--- src/qwbs_pkg.sv ---
// Purpose: Shared constants and types for the quad-word bus access sequencer.
// Assumes: A 16-bit data bus split into two byte banks.
// Notes: Byte enable for the high lane is active low.
package qwbs_pkg;
   localparam int ADDR_W = 24;
   localparam int QW_BYTES = 8;
   localparam int FIFO_DEPTH = 16;
   localparam logic [ADDR_W-1:0] ADDR_RESET = 24'h000000;
   localparam logic [63:0] DATA_RESET = 64'h0000000000000000;
   localparam logic [2:0] LAST_EVEN_STEP = 3'h3;
   localparam logic [2:0] LAST_ODD_STEP = 3'h5;
   localparam logic [2:0] ODD_HALF_STEP = 3'h3;
   localparam logic [2:0] EVEN_HALF_STEP = 3'h2;

   typedef struct packed {
      logic [ADDR_W-1:0] addr;
      logic [63:0] data;
   } qwbs_req_t;

   typedef struct packed {
      logic [ADDR_W-1:0] addr;
      logic high_lane_enable_n;
      logic low_lane_address_bit;
      logic [7:0] high_lane;
      logic [7:0] low_lane;
   } qwbs_cycle_t;
endpackage

--- src/qwbs_seq.sv ---
// Purpose: Split a buffered 64-bit operand access into byte and word cycles on a 16-bit bus.
// Assumes: The bus side accepts a cycle when cyc_ready_i is high; other masters take the bus via gap_req_i.
// Notes: Only quad-word operands are handled here.
`timescale 1ns/10ps
module qwbs_seq
   import qwbs_pkg::*;
#(
   parameter int DEPTH = FIFO_DEPTH
)
(
   // Clock and reset.
   input wire logic ref_clk_i,
   input wire logic reset_i,
   // Operand requests.
   input wire logic req_valid_i,
   output logic req_ready_o,
   input wire qwbs_req_t req_i,
   // Gap request from prefetch or slave logic.
   input wire logic gap_req_i,
   output logic gap_grant_o,
   // Bus cycles.
   output logic cyc_valid_o,
   input wire logic cyc_ready_i,
   output qwbs_cycle_t cyc_o,
   output logic done_o
);
   typedef enum logic [1:0] {IDLE, RUN, GAP} qwbs_state_t;

   qwbs_state_t state_q, state_d;
   qwbs_req_t op_q, op_d, fifo_out;
   logic [2:0] step_q, step_d;
   logic odd_q, odd_d;
   qwbs_cycle_t cyc_q, cyc_d;
   logic done_q, done_d;
   logic f_valid, f_ready, last, half;

   ////////////////////////////////////////////////////////////////////////
   qwbs_fifo #(.WIDTH($bits(qwbs_req_t)), .DEPTH(DEPTH)) qwbs_fifo_i (
      .ref_clk_i(ref_clk_i),
      .reset_i(reset_i),
      .in_valid_i(req_valid_i),
      .in_ready_o(req_ready_o),
      .in_data_i(req_i),
      .out_valid_o(f_valid),
      .out_ready_i(f_ready),
      .out_data_o(fifo_out)
   );

   // Build one bus cycle for a given step; byte index and address offset follow the lane pairing.
   function automatic qwbs_cycle_t make_cyc(input qwbs_req_t op, input logic odd, input logic [2:0] st);
      qwbs_cycle_t c;
      logic [2:0] off;
      c = '0;
      off = 3'h0;
      if (!odd)
      begin
         off = {st[1:0], 1'b0};
         c.high_lane_enable_n = 1'b0;
         c.low_lane_address_bit = 1'b0;
         c.low_lane = op.data[8*off +: 8];
         c.high_lane = op.data[8*(off+3'h1) +: 8];
      end
      else
      begin
         unique case (st)
            3'h0, 3'h3: off = {st[1:0] != 2'h0, 2'h0};
            3'h1, 3'h4: off = (st == 3'h1) ? 3'h1 : 3'h5;
            default: off = (st == 3'h2) ? 3'h3 : 3'h7;
         endcase
         c.high_lane_enable_n = (st == 3'h2 || st == 3'h5);
         c.low_lane_address_bit = (st == 3'h0 || st == 3'h3);
         if (c.low_lane_address_bit)
         begin
            c.high_lane = op.data[8*off +: 8];
         end
         else if (c.high_lane_enable_n)
         begin
            c.low_lane = op.data[8*off +: 8];
         end
         else
         begin
            c.low_lane = op.data[8*off +: 8];
            c.high_lane = op.data[8*(off+3'h1) +: 8];
         end
      end
      c.addr = op.addr + ADDR_W'(off);
      return c;
   endfunction

   ////////////////////////////////////////////////////////////////////////
   always_comb
   begin
      state_d = state_q;
      op_d = op_q;
      step_d = step_q;
      odd_d = odd_q;
      cyc_d = cyc_q;
      done_d = 1'b0;
      f_ready = 1'b0;
      last = odd_q ? (step_q == LAST_ODD_STEP) : (step_q == LAST_EVEN_STEP);
      half = odd_q ? (step_q + 3'h1 == ODD_HALF_STEP) : (step_q + 3'h1 == EVEN_HALF_STEP);
      unique case (state_q)
         IDLE:
         begin
            f_ready = 1'b1;
            if (f_valid)
            begin
               op_d = fifo_out;
               odd_d = fifo_out.addr[0];
               step_d = 3'h0;
               cyc_d = make_cyc(fifo_out, fifo_out.addr[0], 3'h0);
               state_d = RUN;
            end
         end
         RUN:
         begin
            if (cyc_ready_i)
            begin
               if (last)
               begin
                  done_d = 1'b1;
                  state_d = IDLE;
               end
               else
               begin
                  step_d = step_q + 3'h1;
                  cyc_d = make_cyc(op_q, odd_q, step_q + 3'h1);
                  if (half && gap_req_i)
                  begin
                     state_d = GAP;
                  end
               end
            end
         end
         GAP:
         begin
            if (!gap_req_i)
            begin
               state_d = RUN;
            end
         end
         default: state_d = IDLE;
      endcase
   end

   always_ff @(posedge ref_clk_i or posedge reset_i)
   begin
      if (reset_i)
      begin
         state_q <= IDLE;
         op_q <= '0;
         step_q <= 3'h0;
         odd_q <= 1'b0;
         cyc_q <= '0;
         done_q <= 1'b0;
      end
      else
      begin
         state_q <= state_d;
         op_q <= op_d;
         step_q <= step_d;
         odd_q <= odd_d;
         cyc_q <= cyc_d;
         done_q <= done_d;
      end
   end

   // Gap is only granted at the half boundary, so a foreign cycle never splits a half.
   assign gap_grant_o = (state_q == GAP);
   assign cyc_valid_o = (state_q == RUN);
   assign cyc_o = cyc_q;
   assign done_o = done_q;

   ////////////////////////////////////////////////////////////////////////
   even_lanes_a: assert property (@(posedge ref_clk_i) disable iff (reset_i)
      cyc_valid_o && !odd_q |-> !cyc_o.high_lane_enable_n && !cyc_o.low_lane_address_bit)
      else $error("even sequence lane select wrong");
   even_addr_a: assert property (@(posedge ref_clk_i) disable iff (reset_i)
      cyc_valid_o && !odd_q |-> cyc_o.addr == op_q.addr + ADDR_W'({step_q[1:0], 1'b0}))
      else $error("even sequence address wrong");
   even_bytes_a: assert property (@(posedge ref_clk_i) disable iff (reset_i)
      cyc_valid_o && !odd_q && step_q == 3'h3 |-> cyc_o.low_lane == op_q.data[55:48]
      && cyc_o.high_lane == op_q.data[63:56])
      else $error("even last cycle bytes wrong");
   gap_place_a: assert property (@(posedge ref_clk_i) disable iff (reset_i)
      $rose(gap_grant_o) |-> step_q == (odd_q ? ODD_HALF_STEP : EVEN_HALF_STEP))
      else $error("gap outside half boundary");
   odd_first_a: assert property (@(posedge ref_clk_i) disable iff (reset_i)
      cyc_valid_o && odd_q && step_q == 3'h0 |-> cyc_o.low_lane_address_bit && cyc_o.high_lane == op_q.data[7:0])
      else $error("odd first cycle wrong");
   odd_second_a: assert property (@(posedge ref_clk_i) disable iff (reset_i)
      cyc_valid_o && odd_q && step_q == 3'h4 |-> cyc_o.addr == op_q.addr + 24'h000005
      && cyc_o.low_lane == op_q.data[47:40] && cyc_o.high_lane == op_q.data[55:48])
      else $error("odd word at A+5 wrong");
   odd_last_a: assert property (@(posedge ref_clk_i) disable iff (reset_i)
      cyc_valid_o && odd_q && step_q == 3'h5 |-> cyc_o.high_lane_enable_n && cyc_o.addr == op_q.addr + 24'h000007
      && cyc_o.low_lane == op_q.data[63:56])
      else $error("odd last cycle wrong");
   no_idle_a: assert property (@(posedge ref_clk_i) disable iff (reset_i)
      cyc_valid_o && cyc_ready_i && !last && !(half && gap_req_i) |=> cyc_valid_o)
      else $error("idle state inside operand");
   align_pick_a: assert property (@(posedge ref_clk_i) disable iff (reset_i)
      state_q == IDLE && f_valid |=> odd_q == $past(fifo_out.addr[0])
      && cyc_o.low_lane_address_bit == $past(fifo_out.addr[0]))
      else $error("sequence choice wrong");
   odd_third_a: assert property (@(posedge ref_clk_i) disable iff (reset_i)
      cyc_valid_o && odd_q && step_q == 3'h2 |-> cyc_o.high_lane_enable_n && !cyc_o.low_lane_address_bit
      && cyc_o.addr == op_q.addr + 24'h000003 && cyc_o.low_lane == op_q.data[31:24])
      else $error("odd byte at A+3 wrong");
   gap_hold_a: assert property (@(posedge ref_clk_i) disable iff (reset_i)
      gap_grant_o && gap_req_i |=> gap_grant_o && !cyc_valid_o)
      else $error("gap released while still wanted");
   gap_resume_a: assert property (@(posedge ref_clk_i) disable iff (reset_i)
      gap_grant_o && !gap_req_i |=> cyc_valid_o)
      else $error("no cycle right after gap");
endmodule // qwbs_seq

--- src/qwbs_fifo.sv ---
// Purpose: Request buffer in front of the sequencer.
// Assumes: One clock, asynchronous active-high reset.
// Notes: Storage is flip-flops addressed by an index.
`timescale 1ns/10ps
module qwbs_fifo
   import qwbs_pkg::*;
#(
   parameter int WIDTH = 88,
   parameter int DEPTH = 16
)
(
   // Clock and reset.
   input wire logic ref_clk_i,
   input wire logic reset_i,
   // Filling side.
   input wire logic in_valid_i,
   output logic in_ready_o,
   input wire logic [WIDTH-1:0] in_data_i,
   // Draining side.
   output logic out_valid_o,
   input wire logic out_ready_i,
   output logic [WIDTH-1:0] out_data_o
);
   localparam int AW = $clog2(DEPTH);
   logic [WIDTH-1:0] mem_q [DEPTH];
   logic [AW-1:0] wr_q, wr_d, rd_q, rd_d;
   logic [AW:0] cnt_q, cnt_d;
   logic push, pop;

   always_comb
   begin
      push = in_valid_i && in_ready_o;
      pop = out_valid_o && out_ready_i;
      wr_d = push ? wr_q + 1'b1 : wr_q;
      rd_d = pop ? rd_q + 1'b1 : rd_q;
      cnt_d = cnt_q + (AW+1)'(push) - (AW+1)'(pop);
   end

   always_ff @(posedge ref_clk_i or posedge reset_i)
   begin
      if (reset_i)
      begin
         wr_q <= '0;
         rd_q <= '0;
         cnt_q <= '0;
      end
      else
      begin
         wr_q <= wr_d;
         rd_q <= rd_d;
         cnt_q <= cnt_d;
      end
   end

   always_ff @(posedge ref_clk_i)
   begin
      if (push)
      begin
         mem_q[wr_q] <= in_data_i;
      end
   end

   assign in_ready_o = (cnt_q != (AW+1)'(DEPTH));
   assign out_valid_o = (cnt_q != '0);
   assign out_data_o = mem_q[rd_q];

   fifo_bound_a: assert property (@(posedge ref_clk_i) disable iff (reset_i) cnt_q <= (AW+1)'(DEPTH))
      else $error("fifo count over depth");
endmodule // qwbs_fifo

--- config.mk ---
export PLATFORM = sky130hd
export DESIGN_NAME = qwbs_seq
export DESIGN_NICKNAME = d
export VERILOG_FILES = /design/src/qwbs_pkg.sv /design/src/qwbs_seq.sv /design/src/qwbs_fifo.sv
export SDC_FILE = /design/constraint.sdc
export NUM_CORES = 2
export LEC_CHECK = 0
export ABC_AREA = 1
export BUFFER_PORTS_ARGS = -buffer_cell sky130_fd_sc_hd__buf_2
export CORE_ASPECT_RATIO = 0.5
export CORE_MARGIN = 1.5
export CORE_UTILIZATION = 62
export CTS_CLUSTER_DIAMETER = 150
export CTS_CLUSTER_SIZE = 16
export DETAILED_ROUTE_END_ITERATION = 7
export GPL_TIMING_DRIVEN = 0
export PLACE_DENSITY_LB_ADDON = 0.2
export SLEW_MARGIN = 20
export SYNTH_ARGS = -nofsm -noshare
export SYNTH_HDL_FRONTEND = slang
export SYNTH_SLANG_ARGS = --single-unit
--- constraint.sdc ---
create_clock -name ref_clk_i -period 6.05 [get_ports ref_clk_i]
set_input_delay 0.605 -clock ref_clk_i [delete_from_list [all_inputs] [get_ports ref_clk_i]]
set_output_delay 0.605 -clock ref_clk_i [all_outputs]
set_load 0.01 [all_outputs]
# [Word-level counts from Yosys, hierarchy flattened]
# Memory sizes are Yosys's and may differ from the RTL's.
# Cells that the tools add are included.
[op_classes] n_addsub=9 eq_ne=15 shift=5 muxes=44 n_reduce_logical=15
[ops] op="64-bit by 7-bit variable part select with 8-bit output" count=3
[ops] op="64-bit by 8-bit variable part select with 8-bit output" count=2
[ops] op="42-bit two-way mux" count=3
[ops] op="42-bit case mux with 2 select lines" count=1
[ops] op="3-bit two-way mux" count=19
[ops] op="24-bit by 3-bit adder with 24-bit output" count=2
[ops] op="8-bit two-way mux" count=3
[ops] op="18-bit two-way mux" count=1
[ops] op="17-bit two-way mux" count=1
[ops] op="3-bit case mux with 2 select lines" count=2
[ops] op="2-bit two-way mux" count=5
[ops] op="3-bit by 2-bit equality test with 1-bit output, second input constant" count=3
[ops] op="3-bit equality test, second input constant" count=3
[ops] op="3-bit by 1-bit adder with 4-bit output, second input constant" count=2
[ops] op="4-bit by 1-bit adder with 4-bit output, second input constant" count=2
[ops] op="1-bit two-way mux" count=8
[ops] op="4-bit AND reduction" count=2
[ops] op="2-bit case mux with 3 select lines" count=1
[ops] op="5-bit by 1-bit adder with 5-bit output" count=1
[ops] op="5-bit inequality test, second input constant" count=1
[ops] op="5-bit nonzero test" count=1
[ops] op="5-bit by 1-bit subtractor with 5-bit output" count=1
[ops] op="2-bit by 1-bit inequality test with 1-bit output, second input constant" count=2
[ops] op="2-bit inequality test, second input constant" count=2
[ops] op="12 further kinds" count=17
[totals] ff_bits=150 ramBits=1408 inputBits=93 out_inout_bits=46 elab_cells=103 memories=1
[mem_list] memory="qwbs_fifo_i.mem_q" depth=16 width=88 rd=1 rd_clocked_by_memory_dff=0 wr=1 line="qwbs_fifo.sv:25" rtl="logic [WIDTH-1:0] mem_q [DEPTH];"

# [Depth between registers and ports, before layout]
[depth] ltp_word=16 depth_mapped=23 mapped_depth_nobuf=22

# [Cells and area by module]
# Synthesis repeated with hierarchy kept, for this count alone.
[hier_totals] cells_unflattened=6643 hier_area_um2=67264.5
[by_module_without_submodules] mod="qwbs_fifo" n_inst=1 cells_per_inst=5576 area_per_inst_um2=59308.1 seq_area_each_um2=42605.9
[by_module_without_submodules] mod="qwbs_seq" n_inst=1 cells_per_inst=1067 area_per_inst_um2=7956.4 seq_area_each_um2=3403.3

# [Worst setup path after synthesis]
# No wires, ideal clock.
[synth_path] path_kind="register -> register" start="register qwbs_fifo_i.cnt_q[2]" end="memory qwbs_fifo_i.mem_q[11][0] (enable)" setup_ns=0.535 t_arrival_ns=4.771 t_required_ns=5.515 setup_slack_ns=0.744 path_stages_with_launch=8 path_buffers=0 synth_period_minus_slack_ns=5.306 cell_sequence="dfrtp_1 inv_1 ha_1 nand4_1 nand2_1 clkinv_1 nand2_1 nor2_1"
[synth_via] elab_chain_len=4
[synth_rtl] item="from (decl)" line="qwbs_fifo.sv:27" rtl="logic [AW:0] cnt_q, cnt_d;"
[synth_rtl] item="from (signal assigned)" line="qwbs_fifo.sv:51" rtl="cnt_q <= cnt_d;"
[synth_rtl] item="5-bit inequality test" line="qwbs_fifo.sv:63" rtl="assign in_ready_o = (cnt_q != (AW+1)'(DEPTH));"
[synth_rtl] item="named net req_ready_o" line="qwbs_seq.sv:16" rtl="output logic req_ready_o,"
[synth_rtl] item="1-bit logical AND" line="qwbs_fifo.sv:32" rtl="push = in_valid_i && in_ready_o;"
[synth_rtl] item="named net qwbs_fifo_i.push" line="qwbs_fifo.sv:28" rtl="logic push, pop;"
[synth_rtl] item="1-bit two-way mux" line="qwbs_fifo.sv:57" rtl="if (push)"
[synth_rtl] item="1-bit two-way mux (implied by the code)" line="qwbs_fifo.sv:59" rtl="mem_q[wr_q] <= in_data_i;"
[synth_rtl] item="to (decl)" line="qwbs_fifo.sv:25"
# The timed path passes the listed nets, and every way through them passes these cells.

# [Worst setup path after layout]
[layout_path] start="register qwbs_fifo_i.cnt_q[2]" end="register qwbs_fifo_i.cnt_q[4]"
[layout_via] word_cells_on_any_way=6 classes_between="add/sub (2); eq/ne (1); reduce/logical (3)"
[layout_rtl] item="5-bit nonzero test" line="qwbs_fifo.sv:64" rtl="assign out_valid_o = (cnt_q != '0);"
[layout_rtl] item="1-bit logical AND" line="qwbs_fifo.sv:33" rtl="pop = out_valid_o && out_ready_i;"
[layout_rtl] item="named net qwbs_fifo_i.pop" line="qwbs_fifo.sv:28"
[layout_rtl] item="5-bit by 1-bit subtractor with 5-bit output" line="qwbs_fifo.sv:36" rtl="cnt_d = cnt_q + (AW+1)'(push) - (AW+1)'(pop);"
[layout_rtl] item="named net qwbs_fifo_i.cnt_d[4]" line="qwbs_fifo.sv:27"
# The timed path passes the listed nets, and every way through them passes these cells.
# A chain may end at the register's enable or synchronous reset.

==> run_summary.xml <==
<?xml version="1.0" encoding="UTF-8"?>
<metrics>
  <group name="clock_network">
    <metric name="clock_latency" unit="ps">790</metric>
    <metric name="htree_num_levels" unit="">3</metric>
    <metric name="ctsRootBufferMaster" unit="">sky130_fd_sc_hd__clkbuf_16</metric>
    <metric name="numCtsBuffers" unit="">107</metric>
    <metric name="ctsResizeCount" unit="">0</metric>
    <metric name="cts_max_path_buffers" unit="">3</metric>
    <metric name="cts_tree" unit="">built</metric>
    <metric name="clock_sink_count" unit="">1557</metric>
    <metric name="clk_pin_slew" unit="ps">80</metric>
  </group>
  <group name="timing">
    <metric name="final-max-slew-violation-count" unit="">0</metric>
    <metric name="period_share" unit="">0.745</metric>
    <metric name="worst_pin_slew" unit="ps">1280</metric>
    <metric name="hold_viol" unit="">0</metric>
    <metric name="setup-tns-final" unit="ps">0</metric>
    <metric name="final.setup.worst_slack" unit="ps">1540</metric>
    <metric name="period_minus_slack" unit="ps">4510</metric>
    <metric name="rsz_0062_raised_after_global_routing" unit="">no</metric>
    <metric name="skew" unit="ps">51.2</metric>
    <metric name="max-slew-margin-rel" unit="">0.148</metric>
    <metric name="fin_worst_hold_slack" unit="ps">103</metric>
    <metric name="final-setup-viol-count" unit="">0</metric>
    <metric name="max_freq" unit="MHz">222</metric>
  </group>
  <group name="min_path">
    <metric name="min_path_cells" unit="">3</metric>
    <metric name="min_path_type" unit="">in2reg</metric>
    <metric name="worst_hold_path.endpoint" unit="">done_o</metric>
    <metric name="hold_path_startpoint" unit="">cyc_ready_i</metric>
  </group>
  <group name="die">
    <metric name="total_die_area" unit="mm²">0.104</metric>
    <metric name="floorplan.initialDensity" unit="">0.627</metric>
    <metric name="rows" unit="">82</metric>
    <metric name="die_width" unit="µm">454</metric>
    <metric name="num_io_pins" unit="">139</metric>
    <metric name="die_height" unit="µm">228</metric>
    <metric name="placeableCoreArea" unit="mm²">0.100</metric>
  </group>
  <group name="global_routing">
    <metric name="grt_start_max_net_pins" unit="">73</metric>
    <metric name="antenna_found_initial" unit="">26</metric>
    <metric name="overflow" unit="">0</metric>
    <metric name="grt_pass1_vias" unit="">44900</metric>
    <metric name="gr-usage-all-layers" unit="">0.428</metric>
    <metric name="first_pass_grt_wire_length" unit="mm">314</metric>
  </group>
  <group name="critical_path">
    <metric name="worst_setup_path_start_kind" unit="">flop</metric>
    <metric name="critPathMaxFanout" unit="">10</metric>
    <metric name="worstSetupPathType" unit="">reg2reg</metric>
    <metric name="worst_setup_path_end_kind" unit="">flop</metric>
    <metric name="worstRegToRegCells" unit="">15</metric>
    <metric name="worst_ep_required_time" unit="ps">6730</metric>
    <metric name="regToRegStartpoint" unit="">qwbs_fifo_i.cnt_q[2]</metric>
    <metric name="worstPathArrival" unit="ps">5180</metric>
    <metric name="reg2reg_to" unit="">qwbs_fifo_i.cnt_q[4]</metric>
    <metric name="reg2reg_slack" unit="ps">1540</metric>
  </group>
  <group name="yosys">
    <metric name="post_synth_num_cell_types" unit="">44</metric>
    <metric name="ys_ff_latch" unit="">1557</metric>
    <metric name="syn_area_per_cell" unit="µm²">12.7</metric>
    <metric name="count_of_mapped_cells_out_of_synthesis" unit="">4956</metric>
    <metric name="synth-seq-area-share" unit="">0.731</metric>
    <metric name="yosys_warnings" unit="">0</metric>
    <metric name="postSynthNetCount" unit="">5069</metric>
    <metric name="synth.cell_area" unit="mm²">0.0630</metric>
  </group>
  <group name="detailed_routing">
    <metric name="drt_pass1_iterations" unit="">8</metric>
    <metric name="post_drt_wl_per_cell" unit="µm">33.2</metric>
    <metric name="detailedRoute.firstIterationViolations" unit="">8859</metric>
    <metric name="drtAntennaViolNets" unit="">0</metric>
    <metric name="finalWirelength" unit="mm">223</metric>
    <metric name="dr_total_vias" unit="">47100</metric>
    <metric name="via_per_inst" unit="">7.00</metric>
    <metric name="drc" unit="">0</metric>
  </group>
  <group name="placed_design">
    <metric name="io_buffer_count" unit="">138</metric>
    <metric name="gp_routability_congestion" unit="">0.975</metric>
    <metric name="detailedPlace.worstSlack" unit="ps">1690</metric>
    <metric name="dp.final_hpwl" unit="mm">154</metric>
  </group>
  <group name="power">
    <metric name="total_leakage_power" unit="nW">23.8</metric>
    <metric name="ir_worst_vdd" unit="V">0.000345</metric>
    <metric name="power.density" unit="mW/mm²">545</metric>
  </group>
  <group name="final_layout">
    <metric name="post_route_cells_drive_above_1_share" unit="">0.108</metric>
    <metric name="final_core_density" unit="">0.705</metric>
    <metric name="nNetsFinal" unit="">5408</metric>
    <metric name="area_growth" unit="%">12.5</metric>
  </group>
  <group name="job">
    <metric name="max_cap_viol_count" unit="">0</metric>
  </group>
  <group name="run_status">
    <metric name="outcome" unit="">finished, final reports clean</metric>
  </group>
</metrics>
## synth_stat cells
cell / instances / area (µm²)
sky130_fd_sc_hd__buf_2: 96 / 480
sky130_fd_sc_hd__xnor2_1: 1 / 8.76
sky130_fd_sc_hd__clkbuf_2: 9 / 45.0
sky130_fd_sc_hd__clkbuf_1: 162 / 608
sky130_fd_sc_hd__nand3_1: 203 / 1020
sky130_fd_sc_hd__buf_1: 21 / 78.8
sky130_fd_sc_hd__nand4_1: 8 / 50.1
sky130_fd_sc_hd__o22ai_1: 64 / 400
sky130_fd_sc_hd__o21ai_1: 76 / 380
sky130_fd_sc_hd__dfrtp_1: 149 / 3730
sky130_fd_sc_hd__inv_1: 100 / 375
sky130_fd_sc_hd__o21ai_0: 772 / 3860
sky130_fd_sc_hd__a21oi_1: 100 / 500
sky130_fd_sc_hd__nand2_4: 3 / 33.8
sky130_fd_sc_hd__o221ai_1: 238 / 2080
sky130_fd_sc_hd__nor3_1: 9 / 45.0
sky130_fd_sc_hd__nand3_4: 1 / 17.5
sky130_fd_sc_hd__mux2i_1: 1 / 10.0
sky130_fd_sc_hd__nand3_2: 3 / 30.0
sky130_fd_sc_hd__a31o_2: 2 / 17.5
sky130_fd_sc_hd__buf_4: 47 / 353
sky130_fd_sc_hd__nor2_4: 2 / 22.5
sky130_fd_sc_hd__buf_8: 1 / 15.0
sky130_fd_sc_hd__nor4_1: 2 / 12.5
sky130_fd_sc_hd__edfxtp_1: 1408 / 42300
sky130_fd_sc_hd__and2_1: 1 / 6.26
sky130_fd_sc_hd__a22oi_1: 12 / 90.1
sky130_fd_sc_hd__nor2_1: 956 / 3590
sky130_fd_sc_hd__nand2_1: 283 / 1060
sky130_fd_sc_hd__inv_4: 1 / 6.26
sky130_fd_sc_hd__a31oi_1: 60 / 375
sky130_fd_sc_hd__buf_6: 20 / 225
sky130_fd_sc_hd__nor2_2: 1 / 6.26
sky130_fd_sc_hd__o21ai_2: 3 / 26.3
sky130_fd_sc_hd__inv_2: 9 / 33.8
sky130_fd_sc_hd__ha_1: 18 / 225
sky130_fd_sc_hd__o211ai_1: 85 / 638
sky130_fd_sc_hd__or2_2: 2 / 12.5
sky130_fd_sc_hd__o31ai_1: 1 / 7.51
sky130_fd_sc_hd__o32ai_1: 1 / 8.76
sky130_fd_sc_hd__clkinv_1: 3 / 11.3
sky130_fd_sc_hd__nand2_2: 7 / 43.8
sky130_fd_sc_hd__xor2_1: 13 / 114
sky130_fd_sc_hd__fa_1: 2 / 40.0
## power breakdown
group          internal, W  leakage, nW  switching, W  total, W
clock              0.00335         1.48       0.00374   0.00709
sequential          0.0132         14.5      0.000857    0.0141
combinational      0.00445         7.86        0.0130    0.0174
## layout by cell type, fill, tap and decap left out, types with 13 or more instances in the layout
master	synthesis	final
sky130_fd_sc_hd__a21oi_1	100	100
sky130_fd_sc_hd__a31oi_1	60	60
sky130_fd_sc_hd__buf_1	21	19
sky130_fd_sc_hd__buf_12	0	45
sky130_fd_sc_hd__buf_16	0	46
sky130_fd_sc_hd__buf_2	96	235
sky130_fd_sc_hd__buf_4	47	47
sky130_fd_sc_hd__buf_6	20	20
sky130_fd_sc_hd__clkbuf_1	162	218
sky130_fd_sc_hd__clkbuf_16	0	107
sky130_fd_sc_hd__clkbuf_2	9	20
sky130_fd_sc_hd__dfrtp_1	149	149
sky130_fd_sc_hd__edfxtp_1	1408	1408
sky130_fd_sc_hd__ha_1	18	18
sky130_fd_sc_hd__inv_1	100	99
sky130_fd_sc_hd__nand2_1	283	283
sky130_fd_sc_hd__nand3_1	203	203
sky130_fd_sc_hd__nor2_1	956	940
sky130_fd_sc_hd__nor2_4	2	18
sky130_fd_sc_hd__o211ai_1	85	85
sky130_fd_sc_hd__o21ai_0	772	772
sky130_fd_sc_hd__o21ai_1	76	76
sky130_fd_sc_hd__o221ai_1	238	238
sky130_fd_sc_hd__o22ai_1	64	64
sky130_fd_sc_hd__xor2_1	13	13
## logic make-up after synthesis
kind of cell / synth area share
flip-flops: 0.731
AND/OR/NAND/NOR: 0.0944
AO/OA/AOI/OAI: 0.133
buffers and inverters: 0.0354
adder cells (fa/ha/maj): 0.00421
XOR/XNOR: 0.00195
multiplexers: 0.000159
## registers in the layout (all words and copies together) (netlist names)
| name | cells |
|---|---|
| op_q | 88 |
| qwbs_fifo_i.cnt_q | 5 |
| qwbs_fifo_i.mem_q | 1408 |
| qwbs_fifo_i.wr_q | 4 |
| done_o | 1 |
| state_q | 2 |
| step_q | 3 |
| qwbs_fifo_i.rd_q | 4 |
| cyc_o | 42 |
## layout make-up
type | count | area (µm²)
diodes | 12 | 30.0
plain buffers | 356 | 1820
clock buffers | 173 | 2930
clock inverters | 8 | 206
fillers | 6719 | 29600
inverters | 113 | 434
multi-input cells | 2930 | 14900
flip-flops and latches | 1557 | 46000
well taps | 1344 | 1680
repair buffers | 230 | 2870
## worst max path at each step
| stage | cells after the start | end | slack (ps) | startpoint |
|---|---|---|---|---|
| 4_1_cts | 15 | qwbs_fifo_i.cnt_q[4] | 1670 | qwbs_fifo_i.cnt_q[2] |
| 6_report | 15 | qwbs_fifo_i.cnt_q[4] | 1540 | qwbs_fifo_i.cnt_q[2] |
| 2_1_floorplan | 7 | qwbs_fifo_i.mem_q[11][0] | 740 | qwbs_fifo_i.cnt_q[2] |
| 3_5_place_dp | 15 | qwbs_fifo_i.cnt_q[4] | 1690 | qwbs_fifo_i.cnt_q[2] |
| 3_3_place_gp | 7 | qwbs_fifo_i.mem_q[15][19] | -4510 | qwbs_fifo_i.cnt_q[2] |
| 5_1_grt | 15 | qwbs_fifo_i.cnt_q[4] | 1310 | qwbs_fifo_i.cnt_q[2] |
## per-stage QoR
stage	cells	power, W	cell area [µm²]
2_1_floorplan	4956	0.0230	63000
3_3_place_gp	6438	0.0300	65400
3_5_place_dp	6529	0.0307	67700
4_1_cts	6711	0.0375	70800
5_1_grt	6719	0.0396	70800
6_report	6723	0.0386	70800
## timing repair
| action | in CTS | in global routing |
|---|---|---|
| endpoints found under the hold margin | 22 | 0 |
| setup buffers | 0 | 0 |
| hold buffers | 1 | 0 |
## critical path, cell delays in order, from the launching register on
cell and delay, ps:
sky130_fd_sc_hd__dfrtp_1 350, sky130_fd_sc_hd__inv_1 70, sky130_fd_sc_hd__ha_1 210, sky130_fd_sc_hd__nand4_1 250, sky130_fd_sc_hd__nand2_1 340, sky130_fd_sc_hd__inv_1 210, sky130_fd_sc_hd__clkbuf_1 810, sky130_fd_sc_hd__clkbuf_1 640
sky130_fd_sc_hd__ha_1 350, sky130_fd_sc_hd__inv_1 60, sky130_fd_sc_hd__ha_1 170, sky130_fd_sc_hd__inv_1 70, sky130_fd_sc_hd__fa_1 430, sky130_fd_sc_hd__o21ai_0 190, sky130_fd_sc_hd__a21oi_1 100, sky130_fd_sc_hd__xor2_1 140
## per-layer routing
layer,part of all wire,up-vias,GRT usage
li1,-,19100,-
met1,0.34,22900,0.577
met3,0.18,767,0.170
met5,0.00039,-,0
met2,0.42,4379,0.605
met4,0.058,14,0.219
No activity file was read; power rests on OpenSTA's default activity.
